`config.mk`:
```
export PLATFORM = sky130hd
export DESIGN_NAME = gpb_ports
export DESIGN_NICKNAME = d
export VERILOG_FILES = /design/src/pkg/gpb_pkg.sv /design/src/hw/gpb_port_slice.sv /design/src/hw/gpb_ports.sv
export SDC_FILE = /design/constraint.sdc
export NUM_CORES = 1
export LEC_CHECK = 0
export BUFFER_PORTS_ARGS = -buffer_cell sky130_fd_sc_hd__buf_4
export CAP_MARGIN = 0
export CORE_UTILIZATION = 28
export CTS_CLUSTER_SIZE = 24
export DETAILED_ROUTE_END_ITERATION = 8
export PLACE_DENSITY_LB_ADDON = 0.25
export RECOVER_POWER = 50
export REMOVE_ABC_BUFFERS = 1
export SETUP_SLACK_MARGIN = 0.5
export SLEW_MARGIN = 20
export SYNTH_ARGS = -nofsm -noshare
export SYNTH_HDL_FRONTEND = slang
export SYNTH_SLANG_ARGS = --single-unit
```
`constraint.sdc`:
```
create_clock -name clk -period 1.7 [get_ports clk]
set_input_delay 0.085 -clock clk [delete_from_list [all_inputs] [get_ports clk]]
set_output_delay 0.085 -clock clk [all_outputs]
set_load 0.05 [all_outputs]
```
`src/pkg/gpb_pkg.sv`:
```
// shared constants and carrier types for the port b/c/d general-purpose i/o block
package gpb_pkg;

  // ==========================================================================
  // widths
  localparam int GPB_B_W = 8;
  localparam int GPB_C_W = 7;
  localparam int GPB_D_W = 8;
  localparam int GPB_ADDR_W = 8;
  localparam int GPB_DATA_W = 8;
  localparam int GPB_SPI_PINS = 4;
  localparam int GPB_TIM_CHANS = 4;
  localparam int GPB_ADC_SEL_W = 3;

  // ==========================================================================
  // register offsets on the cpu register port
  localparam logic [7:0] GPB_OFS_ANALOG_DATA = 8'h01;
  localparam logic [7:0] GPB_OFS_PULLUP_DATA = 8'h02;
  localparam logic [7:0] GPB_OFS_SERTIM_DATA = 8'h03;
  localparam logic [7:0] GPB_OFS_ANALOG_DIR = 8'h10;
  localparam logic [7:0] GPB_OFS_PULLUP_DIR = 8'h11;
  localparam logic [7:0] GPB_OFS_SERTIM_DIR = 8'h12;
  localparam logic [7:0] GPB_OFS_PULLUP_PUE = 8'h13;
  localparam logic [7:0] GPB_OFS_SERTIM_PUE = 8'h14;

  // ==========================================================================
  // reset values and fixed codes
  localparam logic [7:0] GPB_DIR_RST = 8'h00;
  localparam logic [6:0] GPB_DIR_C_RST = 7'h00;
  localparam logic [7:0] GPB_PUE_RST = 8'h00;
  localparam logic [6:0] GPB_PUE_C_RST = 7'h00;
  localparam logic [7:0] GPB_RD_NONE = 8'h00;
  localparam logic [7:0] GPB_ONE_HOT_B = 8'h01;
  localparam logic [1:0] GPB_ELS_GPIO = 2'h0;

  // ==========================================================================
  // pin positions on the serial/timer port
  localparam int GPB_PIN_SLAVE_SEL = 0;
  localparam int GPB_PIN_TIM_BASE = 4;

  // ==========================================================================
  // carriers
  typedef struct packed {
    logic wr;
    logic rd;
    logic [GPB_ADDR_W-1:0] addr;
    logic [GPB_DATA_W-1:0] wdata;
  } gpb_bus_s;

  typedef struct packed {
    logic serialPeripheralEnable;
    logic serialMasterSelect;
    logic [GPB_SPI_PINS-1:0] pinOut;
    logic [GPB_SPI_PINS-1:0] pinOe;
  } gpb_spi_s;

  typedef struct packed {
    logic [GPB_TIM_CHANS-1:0][1:0] timerEdgeLevelSelect;
    logic [GPB_TIM_CHANS-1:0] pinOut;
    logic [GPB_TIM_CHANS-1:0] pinOe;
  } gpb_tim_s;

endpackage : gpb_pkg

```
`src/hw/gpb_port_slice.sv`:
```
// per-port pin logic: input synchroniser, drive select, pull-up gate and read select
`timescale 1ns/10ps

module gpb_port_slice #(
  parameter int W = 8
) (
  // clock and reset
  input wire logic clk,
  input wire logic reset,
  // port registers
  input wire logic [W-1:0] latchVal,
  input wire logic [W-1:0] dirVal,
  input wire logic [W-1:0] pullEnVal,
  // peripheral takeover
  input wire logic [W-1:0] ovrEn,
  input wire logic [W-1:0] ovrOut,
  input wire logic [W-1:0] ovrOe,
  // pads
  input wire logic [W-1:0] padIn,
  output logic [W-1:0] padOut,
  output logic [W-1:0] padOe,
  output logic [W-1:0] padPullUp,
  // synchronised level and read value
  output logic [W-1:0] pinSync,
  output logic [W-1:0] readVal
);

  // ==========================================================================
  // input synchroniser: first stage feeds only the second stage
  logic [W-1:0] meta_q;
  logic [W-1:0] sync_q;

  always_ff @(posedge clk) begin
    if (reset) begin
      meta_q <= '0;
      sync_q <= '0;
    end else begin
      meta_q <= padIn;
      sync_q <= meta_q;
    end
  end

  assign pinSync = sync_q;

  // ==========================================================================
  // per-pin drive and read selection
  genvar i;
  generate
    for (i = 0; i < W; i++) begin : g_pin
      // a peripheral that owns the pin decides the driver, else the direction bit
      assign padOe[i] = ovrEn[i] ? ovrOe[i] : dirVal[i];
      // gate the data so an unwritten latch never shows on an idle pad
      assign padOut[i] = padOe[i] & (ovrEn[i] ? ovrOut[i] : latchVal[i]);
      // pull-up drops out automatically when the direction selects output
      assign padPullUp[i] = pullEnVal[i] & ~dirVal[i] & ~ovrEn[i];
      // read choice follows the direction bit even under takeover
      assign readVal[i] = dirVal[i] ? latchVal[i] : sync_q[i];
    end
  endgenerate

endmodule : gpb_port_slice

```
`src/hw/gpb_ports.sv`:
```
// general-purpose i/o for the analog-shared, pull-up and serial/timer-shared ports
`timescale 1ns/10ps

module gpb_ports
  import gpb_pkg::*;
(
  // clock and reset
  input wire logic clk,
  input wire logic reset,
  // cpu register port
  input wire gpb_bus_s busReq,
  output logic [GPB_DATA_W-1:0] rdData,
  output logic rdValid,
  // analog-shared port pads
  input wire logic [GPB_B_W-1:0] padInB,
  output logic [GPB_B_W-1:0] padOutB,
  output logic [GPB_B_W-1:0] padOeB,
  output logic [GPB_B_W-1:0] analogInputPins,
  // pull-up port pads
  input wire logic [GPB_C_W-1:0] padInC,
  output logic [GPB_C_W-1:0] padOutC,
  output logic [GPB_C_W-1:0] padOeC,
  output logic [GPB_C_W-1:0] padPullUpC,
  // serial/timer-shared port pads
  input wire logic [GPB_D_W-1:0] padInD,
  output logic [GPB_D_W-1:0] padOutD,
  output logic [GPB_D_W-1:0] padOeD,
  output logic [GPB_D_W-1:0] padPullUpD,
  output logic [GPB_D_W-1:0] pinLevelD,
  // peripheral controls
  input wire logic adcEnable,
  input wire logic [GPB_ADC_SEL_W-1:0] adcChannel,
  input wire gpb_spi_s spiCtl,
  input wire gpb_tim_s timCtl
);

  // ==========================================================================
  // register state
  logic [GPB_B_W-1:0] analogPortData_q;
  logic [GPB_C_W-1:0] pullupPortData_q;
  logic [GPB_D_W-1:0] serialTimerPortData_q;
  logic [GPB_B_W-1:0] analogPortDirection_q;
  logic [GPB_C_W-1:0] pullupPortDirection_q;
  logic [GPB_D_W-1:0] serialTimerPortDirection_q;
  logic [GPB_C_W-1:0] pullupPortPullupEnable_q;
  logic [GPB_D_W-1:0] serialTimerPortPullupEnable_q;
  logic [GPB_DATA_W-1:0] rdData_q;
  logic rdValid_q;

  // ==========================================================================
  // address decode
  wire wrAnaData = busReq.wr && (busReq.addr == GPB_OFS_ANALOG_DATA);
  wire wrPupData = busReq.wr && (busReq.addr == GPB_OFS_PULLUP_DATA);
  wire wrSerData = busReq.wr && (busReq.addr == GPB_OFS_SERTIM_DATA);
  wire wrAnaDir = busReq.wr && (busReq.addr == GPB_OFS_ANALOG_DIR);
  wire wrPupDir = busReq.wr && (busReq.addr == GPB_OFS_PULLUP_DIR);
  wire wrSerDir = busReq.wr && (busReq.addr == GPB_OFS_SERTIM_DIR);
  wire wrPupPue = busReq.wr && (busReq.addr == GPB_OFS_PULLUP_PUE);
  wire wrSerPue = busReq.wr && (busReq.addr == GPB_OFS_SERTIM_PUE);

  // ==========================================================================
  // data latches: no reset, a write lands whatever the direction
  always_ff @(posedge clk) begin
    if (wrAnaData) analogPortData_q <= busReq.wdata;
    if (wrPupData) pullupPortData_q <= busReq.wdata[GPB_C_W-1:0];
    if (wrSerData) serialTimerPortData_q <= busReq.wdata;
  end

  // ==========================================================================
  // direction registers come up as inputs
  always_ff @(posedge clk) begin
    if (reset) begin
      analogPortDirection_q <= GPB_DIR_RST;
      pullupPortDirection_q <= GPB_DIR_C_RST;
      serialTimerPortDirection_q <= GPB_DIR_RST;
    end else begin
      if (wrAnaDir) analogPortDirection_q <= busReq.wdata;
      if (wrPupDir) pullupPortDirection_q <= busReq.wdata[GPB_C_W-1:0];
      if (wrSerDir) serialTimerPortDirection_q <= busReq.wdata;
    end
  end

  // ==========================================================================
  // pull-up enables; cleared at reset so no pad is pulled before software asks
  always_ff @(posedge clk) begin
    if (reset) begin
      pullupPortPullupEnable_q <= GPB_PUE_C_RST;
      serialTimerPortPullupEnable_q <= GPB_PUE_RST;
    end else begin
      if (wrPupPue) pullupPortPullupEnable_q <= busReq.wdata[GPB_C_W-1:0];
      if (wrSerPue) serialTimerPortPullupEnable_q <= busReq.wdata;
    end
  end

  // ==========================================================================
  // peripheral takeover of the analog-shared port
  // the selected channel pin loses its digital driver, so an analog level is not fought
  assign analogInputPins = adcEnable ? (GPB_ONE_HOT_B << adcChannel) : '0;

  // ==========================================================================
  // peripheral takeover of the serial/timer-shared port
  logic [GPB_D_W-1:0] ovrEnD;
  logic [GPB_D_W-1:0] ovrOutD;
  logic [GPB_D_W-1:0] ovrOeD;
  wire spiOn = spiCtl.serialPeripheralEnable;
  // slave select stays plain i/o while this end is master
  wire ssTaken = spiOn && !spiCtl.serialMasterSelect;

  genvar s;
  genvar t;
  generate
    for (s = 0; s < GPB_SPI_PINS; s++) begin : g_spi
      if (s == GPB_PIN_SLAVE_SEL) begin : g_ss
        // slave select is only ever an input to the serial module
        assign ovrEnD[s] = ssTaken;
        assign ovrOutD[s] = 1'b0;
        assign ovrOeD[s] = 1'b0;
      end else begin : g_line
        assign ovrEnD[s] = spiOn;
        assign ovrOutD[s] = spiCtl.pinOut[s];
        assign ovrOeD[s] = spiCtl.pinOe[s];
      end
    end
    for (t = 0; t < GPB_TIM_CHANS; t++) begin : g_tim
      // any edge/level code other than the idle one hands the pin to the timer
      assign ovrEnD[GPB_PIN_TIM_BASE+t] = timCtl.timerEdgeLevelSelect[t] != GPB_ELS_GPIO;
      assign ovrOutD[GPB_PIN_TIM_BASE+t] = timCtl.pinOut[t];
      assign ovrOeD[GPB_PIN_TIM_BASE+t] = timCtl.pinOe[t];
    end
  endgenerate

  // ==========================================================================
  // pin slices
  logic [GPB_B_W-1:0] readB;
  logic [GPB_C_W-1:0] readC;
  logic [GPB_D_W-1:0] readD;
  logic [GPB_B_W-1:0] syncB;
  logic [GPB_C_W-1:0] syncC;

  // analog port: no pull-ups, analog select forces the driver off
  gpb_port_slice #(.W(GPB_B_W)) u_analog (
    .clk(clk),
    .reset(reset),
    .latchVal(analogPortData_q),
    .dirVal(analogPortDirection_q),
    .pullEnVal('0),
    .ovrEn(analogInputPins),
    .ovrOut('0),
    .ovrOe('0),
    .padIn(padInB),
    .padOut(padOutB),
    .padOe(padOeB),
    .padPullUp(),
    .pinSync(syncB),
    .readVal(readB)
  );

  // pull-up port: plain i/o with pull-ups
  gpb_port_slice #(.W(GPB_C_W)) u_pullup (
    .clk(clk),
    .reset(reset),
    .latchVal(pullupPortData_q),
    .dirVal(pullupPortDirection_q),
    .pullEnVal(pullupPortPullupEnable_q),
    .ovrEn('0),
    .ovrOut('0),
    .ovrOe('0),
    .padIn(padInC),
    .padOut(padOutC),
    .padOe(padOeC),
    .padPullUp(padPullUpC),
    .pinSync(syncC),
    .readVal(readC)
  );

  // serial/timer port: takeover drives, direction still picks read source
  gpb_port_slice #(.W(GPB_D_W)) u_sertim (
    .clk(clk),
    .reset(reset),
    .latchVal(serialTimerPortData_q),
    .dirVal(serialTimerPortDirection_q),
    .pullEnVal(serialTimerPortPullupEnable_q),
    .ovrEn(ovrEnD),
    .ovrOut(ovrOutD),
    .ovrOe(ovrOeD),
    .padIn(padInD),
    .padOut(padOutD),
    .padOe(padOeD),
    .padPullUp(padPullUpD),
    .pinSync(pinLevelD),
    .readVal(readD)
  );

  // ==========================================================================
  // read select; unmapped offsets read as zero
  wire [GPB_DATA_W-1:0] rdMux =
    (busReq.addr == GPB_OFS_ANALOG_DATA) ? readB :
    (busReq.addr == GPB_OFS_PULLUP_DATA) ? {1'b0, readC} :
    (busReq.addr == GPB_OFS_SERTIM_DATA) ? readD :
    (busReq.addr == GPB_OFS_ANALOG_DIR) ? analogPortDirection_q :
    (busReq.addr == GPB_OFS_PULLUP_DIR) ? {1'b0, pullupPortDirection_q} :
    (busReq.addr == GPB_OFS_SERTIM_DIR) ? serialTimerPortDirection_q :
    (busReq.addr == GPB_OFS_PULLUP_PUE) ? {1'b0, pullupPortPullupEnable_q} :
    (busReq.addr == GPB_OFS_SERTIM_PUE) ? serialTimerPortPullupEnable_q :
    GPB_RD_NONE;

  // read answer one cycle after the strobe, held until the next read
  always_ff @(posedge clk) begin
    if (reset) begin
      rdData_q <= GPB_RD_NONE;
      rdValid_q <= 1'b0;
    end else begin
      rdValid_q <= busReq.rd;
      if (busReq.rd) rdData_q <= rdMux;
    end
  end

  assign rdData = rdData_q;
  assign rdValid = rdValid_q;
endmodule : gpb_ports

```
After elaboration in Yosys (flattened, before gate mapping). Index checks and enable logic that the tools add are counted.

Shift-type cells: 1. Mux-type cells: 64. Reduce and logical (&&, ||, !) cells: 14. Equality and inequality tests: 8. Bitwise operators: 67.

Operators with widths (count): 8-bit two-way mux (9); 1-bit two-way mux (55); 1-bit AND (46); 8-bit by 5-bit == test with 1-bit output (second input constant) (5); 1-bit NOT (21); 8-bit by 2-bit == test with 1-bit output (second input constant) (2); 1-bit logical AND (9); 8-bit by 1-bit == test with 1-bit output (second input constant) (1); 2-bit nonzero test (4); 1-bit by 3-bit << shifter with 8-bit output (first input constant) (1); 1-bit logical NOT (1).

Input port bits: 73. Register bits: 116.

Longest topological paths before layout. Gate-level depths: netlist (run 1).

Depth after elaboration: 9. Gate-level depth with buffers: 8. Depth with buffers taken out: 5.

By module. From an unflattened synthesis (run 1), not the netlist that was laid out.

Cells, all modules: 600. Area total of the unflattened synthesis: 5799.3 um2.

Modules (own cells, without submodules): gpb_ports (times used 1, cells an instance 344, area each 3434.5 um2, seq. area each 1631.6 um2); gpb_port_slice (u_analog ...) (times used 2, cells an instance 89, area each 824.5 um2, seq. area each 320.3 um2); gpb_port_slice (u_pullup) (times used 1, cells an instance 78, area each 715.7 um2, seq. area each 280.3 um2).

Worst setup path after synthesis (run 1). Ideal clock, no wire load.

Path kind: in2out. Start point: input port adcChannel[1]. End point: output port padOutB[0]. Data arrival time: 2.430 ns. Path slack: -0.815 ns. Cell stages on the path: 4. Path buffers: 0. Cell sequence: nand2b_1 -> nor3_1 -> nor2b_1 -> and2_1.

Word-level cells in the longest chain between the ends: 4. Elaborated cells on any way between the ends: 5.

RTL lines: from (decl) (line gpb_ports.sv:32) `input wire logic [GPB_ADC_SEL_W-1:0] adcChannel,`; 1-bit by 3-bit << shifter with 8-bit output (line gpb_ports.sv:98) `assign analogInputPins = adcEnable ? (GPB_ONE_HOT_B << adcChannel) : '0;`; 8-bit two-way mux (line gpb_ports.sv:98); named net analogInputPins[0] (line gpb_ports.sv:18) `output logic [GPB_B_W-1:0] analogInputPins,`; 1-bit two-way mux (line gpb_port_slice.sv:51) `assign padOe[i] = ovrEn[i] ? ovrOe[i] : dirVal[i];`; named net padOeB[0] (line gpb_ports.sv:17) `output logic [GPB_B_W-1:0] padOeB,`; 1-bit AND (line gpb_port_slice.sv:53) `assign padOut[i] = padOe[i] & (ovrEn[i] ? ovrOut[i] : latchVal[i]);`; to (decl) (line gpb_ports.sv:16) `output logic [GPB_B_W-1:0] padOutB,`.

The timed path passes the listed nets, and every way through them passes these cells.

Final worst setup path (run 1).
Start point: input port busReq[10] (netlist name). End point: register serialTimerPortData_q[5] (enable).

Word-level cells in the longest chain between the ends: 2.

RTL lines: from (decl) (line gpb_ports.sv:11) `input wire gpb_bus_s busReq,`; 8-bit by 2-bit == test with 1-bit output (line gpb_ports.sv:54) `wire wrSerData = busReq.wr && (busReq.addr == GPB_OFS_SERTIM_DATA);`; 1-bit logical AND (line gpb_ports.sv:54); named net wrSerData (line gpb_ports.sv:54); to (signal assigned) (line gpb_ports.sv:66) `if (wrSerData) serialTimerPortData_q <= busReq.wdata;`; to (decl) (line gpb_ports.sv:41) `logic [GPB_D_W-1:0] serialTimerPortData_q;`.

The timed path passes the listed nets, and every way through them passes these cells. A chain may end at the register's enable or synchronous reset.

==> results.json, run 1 <==
{
  "outcome": "finished clean",
  "max_freq_ghz": 0.666,
  "coreArea_um2": 18000,
  "via_per_inst": 4.75,
  "cap_viol_max_count": 0,
  "final-instance-count-excl-fill": 1024,
  "drt_iter0_drc": 272,
  "ys_types": 41,
  "crit_chain": "clkbuf_1, buf_4, nor4bb_1, clkbuf_1, and3_1, buf_12",
  "antenna_found_initial": 0,
  "sw_frac_of_total_pct": 23.5,
  "wl_per_cell_um": 17.2,
  "worstHoldStart": "busReq[16]",
  "synth_top_area_cell": "dfxtp_1",
  "num_vias": 4869,
  "layout_commonest_cell": "buf_4",
  "crit_path_frequent_cell": "clkbuf_1",
  "crit_buf_inv": 4,
  "cts.path.max_buffers": 2,
  "grt_usage_pct": 19.2,
  "routed_wirelength_um": 17700,
  "clk_pin_slew_worst_paths_ns": 0.05,
  "cp_slowest_cell": "clkbuf_1",
  "holdWs_ns": 0.0214,
  "dp.cells": 915,
  "rsz0062_at_grt": "yes",
  "clock-sinks": 116,
  "min_period_ns": 1.50,
  "synth_area_per_cell_um2": 9.80,
  "total_power_uw": 7370,
  "place_congestion": 0.797,
  "hold_class": "in -> reg",
  "required_ns": 1.83,
  "timing.final.ws_setup_ns": 0.198,
  "ys.warnings.count": 0,
  "hold_viol": 0,
  "slew_headroom_pct": 29.8,
  "final.setup_skew_ns": 0.00766,
  "final_cell_mix": "115 x buf_4, 59 x dfxtp_1, 48 x nor2b_1, 47 x buf_6, 40 x nor2_1",
  "die_x_um": 137,
  "ys_seq_area_share_pct": 49.8,
  "tightest_slew_ns": 1.05,
  "hpwlAfterDp_um": 12100,
  "cpPeakStageDelay_ns": 0.50,
  "syn_area_um2": 5120,
  "async_flop_share_pct": 0,
  "synth_seq_cells": 116,
  "grt_max_degree": 83,
  "ant_nets": 0,
  "syn_to_final_growth_pct": 75.7,
  "p_clk_share_pct": 50.7,
  "p_int_uw": 5640,
  "finalCritPeriodShare_pct": 88.3,
  "drtPass1Iterations": 4,
  "powerDensity_nw_per_um2": 818,
  "io_buffers": 156,
  "drc_errors": 0,
  "worstPathMaxFanout": 10,
  "r2r_start": "serialTimerPortDirection_q[7]",
  "synth_area_leaders": "dfxtp_1 36%, edfxtp_1 13%, nor2b_1 7.4%, mux2i_1 5.9%, mux2_2 5.7%",
  "p_leak_uw": 0.00375,
  "yosysTopAreaCellShare_pct": 36.3,
  "drv_slew": 0,
  "cts_tree": "yes",
  "cts_buffers": 17,
  "antenna_cells": 0,
  "arrival_ns": 1.64,
  "syn_inst": 523,
  "initial_utilization_pct": 28.5,
  "setup_viol": 0,
  "finalSetupTns_ns": 0,
  "end_kind": "flip-flop",
  "startpoint": "busReq[10]",
  "grt-ovfl-total": 0,
  "dieArea_um2": 18800,
  "htree_levels": 4,
  "fill_cells": 1668,
  "cts-root-buf": "clkbuf_16",
  "synth_edf_count": 23,
  "pre_cts_ws_ns": -0.0815,
  "critical-path-top-delay-family": "buffers and inverters",
  "ys.flop_type": "dfxtp_1",
  "start_kind": "primary input",
  "power_frac_comb_pct": 10.7,
  "grt_pass1_vias": 4851,
  "num_io_pins": 159,
  "clkLatencyLatePin_ns": 0.42,
  "nets": 855,
  "fp-row-count": 49,
  "grt_pass1_wl_um": 26500,
  "die_y_um": 137,
  "final_layout_size_suffix_gt1_share_pct": 48.3,
  "p_switching_uw": 1730,
  "seq_power_share_pct": 38.7,
  "crit_type": "in -> reg",
  "ir_drop_mv": 0.682
}
## synthesized netlist by cell type, types with 8 or more instances
cell	number
mux2_2	26
a21oi_1	36
and2_1	20
edfxtp_1	23
nor2_1	41
clkbuf_1	20
dfxtp_1	93
nand2_1	40
nand2b_1	8
nand3_1	9
a221oi_1	8
mux2i_1	30
nor3_1	10
a21o_1	14
o21ai_0	23
nor2b_1	61
## area by class of cell
type | instances | area (µm²) | area share (%)
inverter | 3 | 11.3 | 0.125
timing repair buffer | 265 | 2430 | 27.0
clock inverter | 14 | 185 | 2.06
sequential | 116 | 2640 | 29.4
clock buffer | 18 | 429 | 4.77
tap | 229 | 287 | 3.18
multi-input combinational | 379 | 3020 | 33.5
## sequential cells by signal (all words and copies together) (netlist names)
name and count:
analogPortData_q 8, analogPortDirection_q 8, pullupPortData_q 7, pullupPortDirection_q 7
pullupPortPullupEnable_q 7, rdData 8, rdValid 1, serialTimerPortData_q 8
serialTimerPortDirection_q 8, serialTimerPortPullupEnable_q 8, u_analog.meta_q 8, u_analog.pinSync 8
u_pullup.meta_q 7, u_pullup.pinSync 7, u_sertim.meta_q 8, u_sertim.pinSync 8
## metrics by stage
| stage | instance area, µm² | utilization [%] |
|---|---|---|
| global placement | 6760 | 37.6 |
| detailed placement | 6760 | 37.6 |
| CTS | 8690 | 48.4 |
| global route | 9000 | 50.1 |
| floorplan | 5020 | - |
| finish | 9000 | 50.1 |
## logic make-up after synthesis
| family | Yosys count | share of synthesized area (%) |
|---|---|---|
| flip-flops | 116 | 49.8 |
| AND/OR/NAND/NOR | 220 | 23.9 |
| buffers and inverters | 28 | 2.20 |
| multiplexers | 56 | 11.6 |
| AO/OA/AOI/OAI | 103 | 12.5 |
## power by group through the flow
stage	sequential, µW	combinational [µW]	clock [µW]
after floorplan	2970	257	0
after global placement	2940	633	0
after detailed placement	2940	642	0
after CTS	2850	771	3810
after global routing	2850	839	3920
final	2850	785	3730
## metal layers
metal / up-vias / part of all wire, % / routed length [µm] / track usage (%)
met5: - / 0 / 0 / 0
li1: 2373 / - / - / -
met1: 2345 / 45 / 7910 / 24.9
met2: 136 / 49 / 8640 / 31.2
met3: 15 / 5.0 / 874 / 4.16
met4: 0 / 1.3 / 231 / 7.14
## path summary, 6_finish.rpt
check                              to  slack [ns]  depth (start not counted)
max reg2reg                 rdData[7]        0.33                          5
min                         rdData[7]        0.02                          2
min reg2reg       u_sertim.pinSync[0]        0.43                          1
max          serialTimerPortData_q[5]        0.20                          6
## repair_timing
item	CTS	global route
gates cloned	0	0
hold buffers	33	0
endpoints found under the hold margin	76	0
gates resized for setup	239	88
pin swaps	35	34
buffers inserted	31	13
endpoints found under the setup margin	75	86
No activity file was read; power rests on OpenSTA's default activity.
==> run 2, diff against run 1 <==
CORE_UTILIZATION = 41   (was 28)
==> run 2 against run 1 <==
  * Largest cell class unchanged
  * Clock skew down 0.0012 ns
  * Clock power fell by 3%
  * Final cell count decreased by 5.3%
  * Highest routed layer unchanged
==> results.json, run 2 (synthesized netlist as in run 1, its figures left out) <==
{
  "outcome": "finished clean",
  "powerDensity_nw_per_um2": 813,
  "num_vias": 5103,
  "wl_per_cell_um": 18.0,
  "rsz0062_at_grt": "yes",
  "grt_pass1_wl_um": 25800,
  "hold_class": "in -> reg",
  "grt-ovfl-total": 0,
  "routed_wirelength_um": 17500,
  "total_power_uw": 7280,
  "ir_drop_mv": 0.761,
  "fin_area_um2": 8960,
  "final_layout_size_suffix_gt1_share_pct": 49.0,
  "use_met2_pct": 46.6,
  "antenna_found_initial": 0,
  "finalCritPeriodShare_pct": 87.4,
  "place_congestion": 0.834,
  "ant_nets": 0,
  "p_leak_uw": 0.00383,
  "fill_cells": 878,
  "start_kind": "flip-flop",
  "cts-root-buf": "clkbuf_16",
  "layout_commonest_cell": "buf_4",
  "placed_area_um2": 6690,
  "max_freq_ghz": 0.673,
  "use_met1_pct": 31.6,
  "htree_levels": 4,
  "antenna_cells": 0,
  "grt_pass1_vias": 5027,
  "grt-busiest-layer": "met2",
  "drc_errors": 0,
  "die_x_um": 114,
  "drt_iter0_drc": 236,
  "initial_utilization_pct": 42.3,
  "holdWs_ns": 0.0613,
  "clock-sinks": 116,
  "crit_type": "reg -> out",
  "end_kind": "output port",
  "arrival_ns": 1.40,
  "fp-row-count": 40,
  "dieArea_um2": 13000,
  "min_period_ns": 1.48,
  "hpwlAfterDp_um": 11300,
  "gr-usage-met3_pct": 5.31,
  "syn_to_final_growth_pct": 74.8,
  "required_ns": 1.62,
  "final_util_pct": 74.0,
  "cap_viol_max_count": 0,
  "coreArea_um2": 12100,
  "num_io_pins": 159,
  "via_per_inst": 5.26,
  "final_cell_mix": "118 x buf_4, 62 x dfxtp_1, 48 x nor2b_1, 46 x buf_6, 39 x nor2_1",
  "nets": 862,
  "cts_tree": "yes",
  "worstPathMaxFanout": 2,
  "clkLatencyLatePin_ns": 0.41,
  "clk_pin_slew_worst_paths_ns": 0.05,
  "drv_slew": 0,
  "io_buffers": 156,
  "grt_usage_pct": 26.5,
  "cts_buffers": 17,
  "drtPass1Iterations": 4,
  "grt_max_degree": 44,
  "slew_headroom_pct": 30.7,
  "tightest_slew_ns": 1.04,
  "finalSetupTns_ns": 0,
  "die_y_um": 114,
  "hold_viol": 0,
  "cts.path.max_buffers": 2,
  "setup_viol": 0,
  "final.setup_skew_ns": 0.00642
}
## run 2: timing repair
action | 4_1_cts | 5_1_grt
pin swaps | 48 | 26
hold endpoints to repair | 71 | 0
hold buffers | 32 | 0
gates cloned | 0 | 1
gates resized for setup | 239 | 83
endpoints found under the setup margin | 78 | 89
setup buffers | 30 | 22
## run 2: report_power, final
group / switching [µW] / internal [µW] / total, µW / leakage (µW)
clock network: 1230 / 2390 / 3610 / 0.000295
logic: 438 / 375 / 813 / 0.00254
registers: 18.6 / 2830 / 2850 / 0.000988
total: 1690 / 5590 / 7280 / 0.00383
## run 2: final cells by class
| type | count | area (µm²) | area share, % |
|---|---|---|---|
| inverters | 3 | 11.3 | 0.126 |
| clock inverters | 7 | 93.8 | 1.05 |
| flip-flops and latches | 116 | 2640 | 29.5 |
| repair buffers | 272 | 2440 | 27.3 |
| clock buffers | 25 | 515 | 5.75 |
| multi-input cells | 379 | 3050 | 34.0 |
| well taps | 168 | 210 | 2.35 |
## run 2: worst paths after layout
path | end | startpoint | slack [ns] | cells past startpoint
setup / recovery | padOutD[2] | serialTimerPortData_q[2] | 0.22 | 3
hold / removal | pullupPortDirection_q[4] | busReq[17] | 0.06 | 3
setup reg to reg | rdData[7] | serialTimerPortDirection_q[7] | 0.34 | 5
hold reg to reg | u_analog.pinSync[4] | u_analog.meta_q[4] | 0.43 | 1
## run 2: critical path, stage by stage, from the launching register on
cell      delay (ns)
edfxtp_1        0.41
mux2_4          0.29
and2_4          0.14
buf_8           0.14
## run 2: layer usage
metal  up-vias  share of wire (%)
li1       2387                  -
met1      2504                 42
met2       190                 52
met3        22                4.6
met4         0                1.6
met5         -                  0
## run 2: metrics by stage
stage | std cells | worst slack, ns
floorplan | 498 | -0.815
global placement | 853 | 0.0181
detailed placement | 853 | -0.0960
CTS | 947 | 0.228
global route | 970 | 0.136
finish | 970 | 0.215
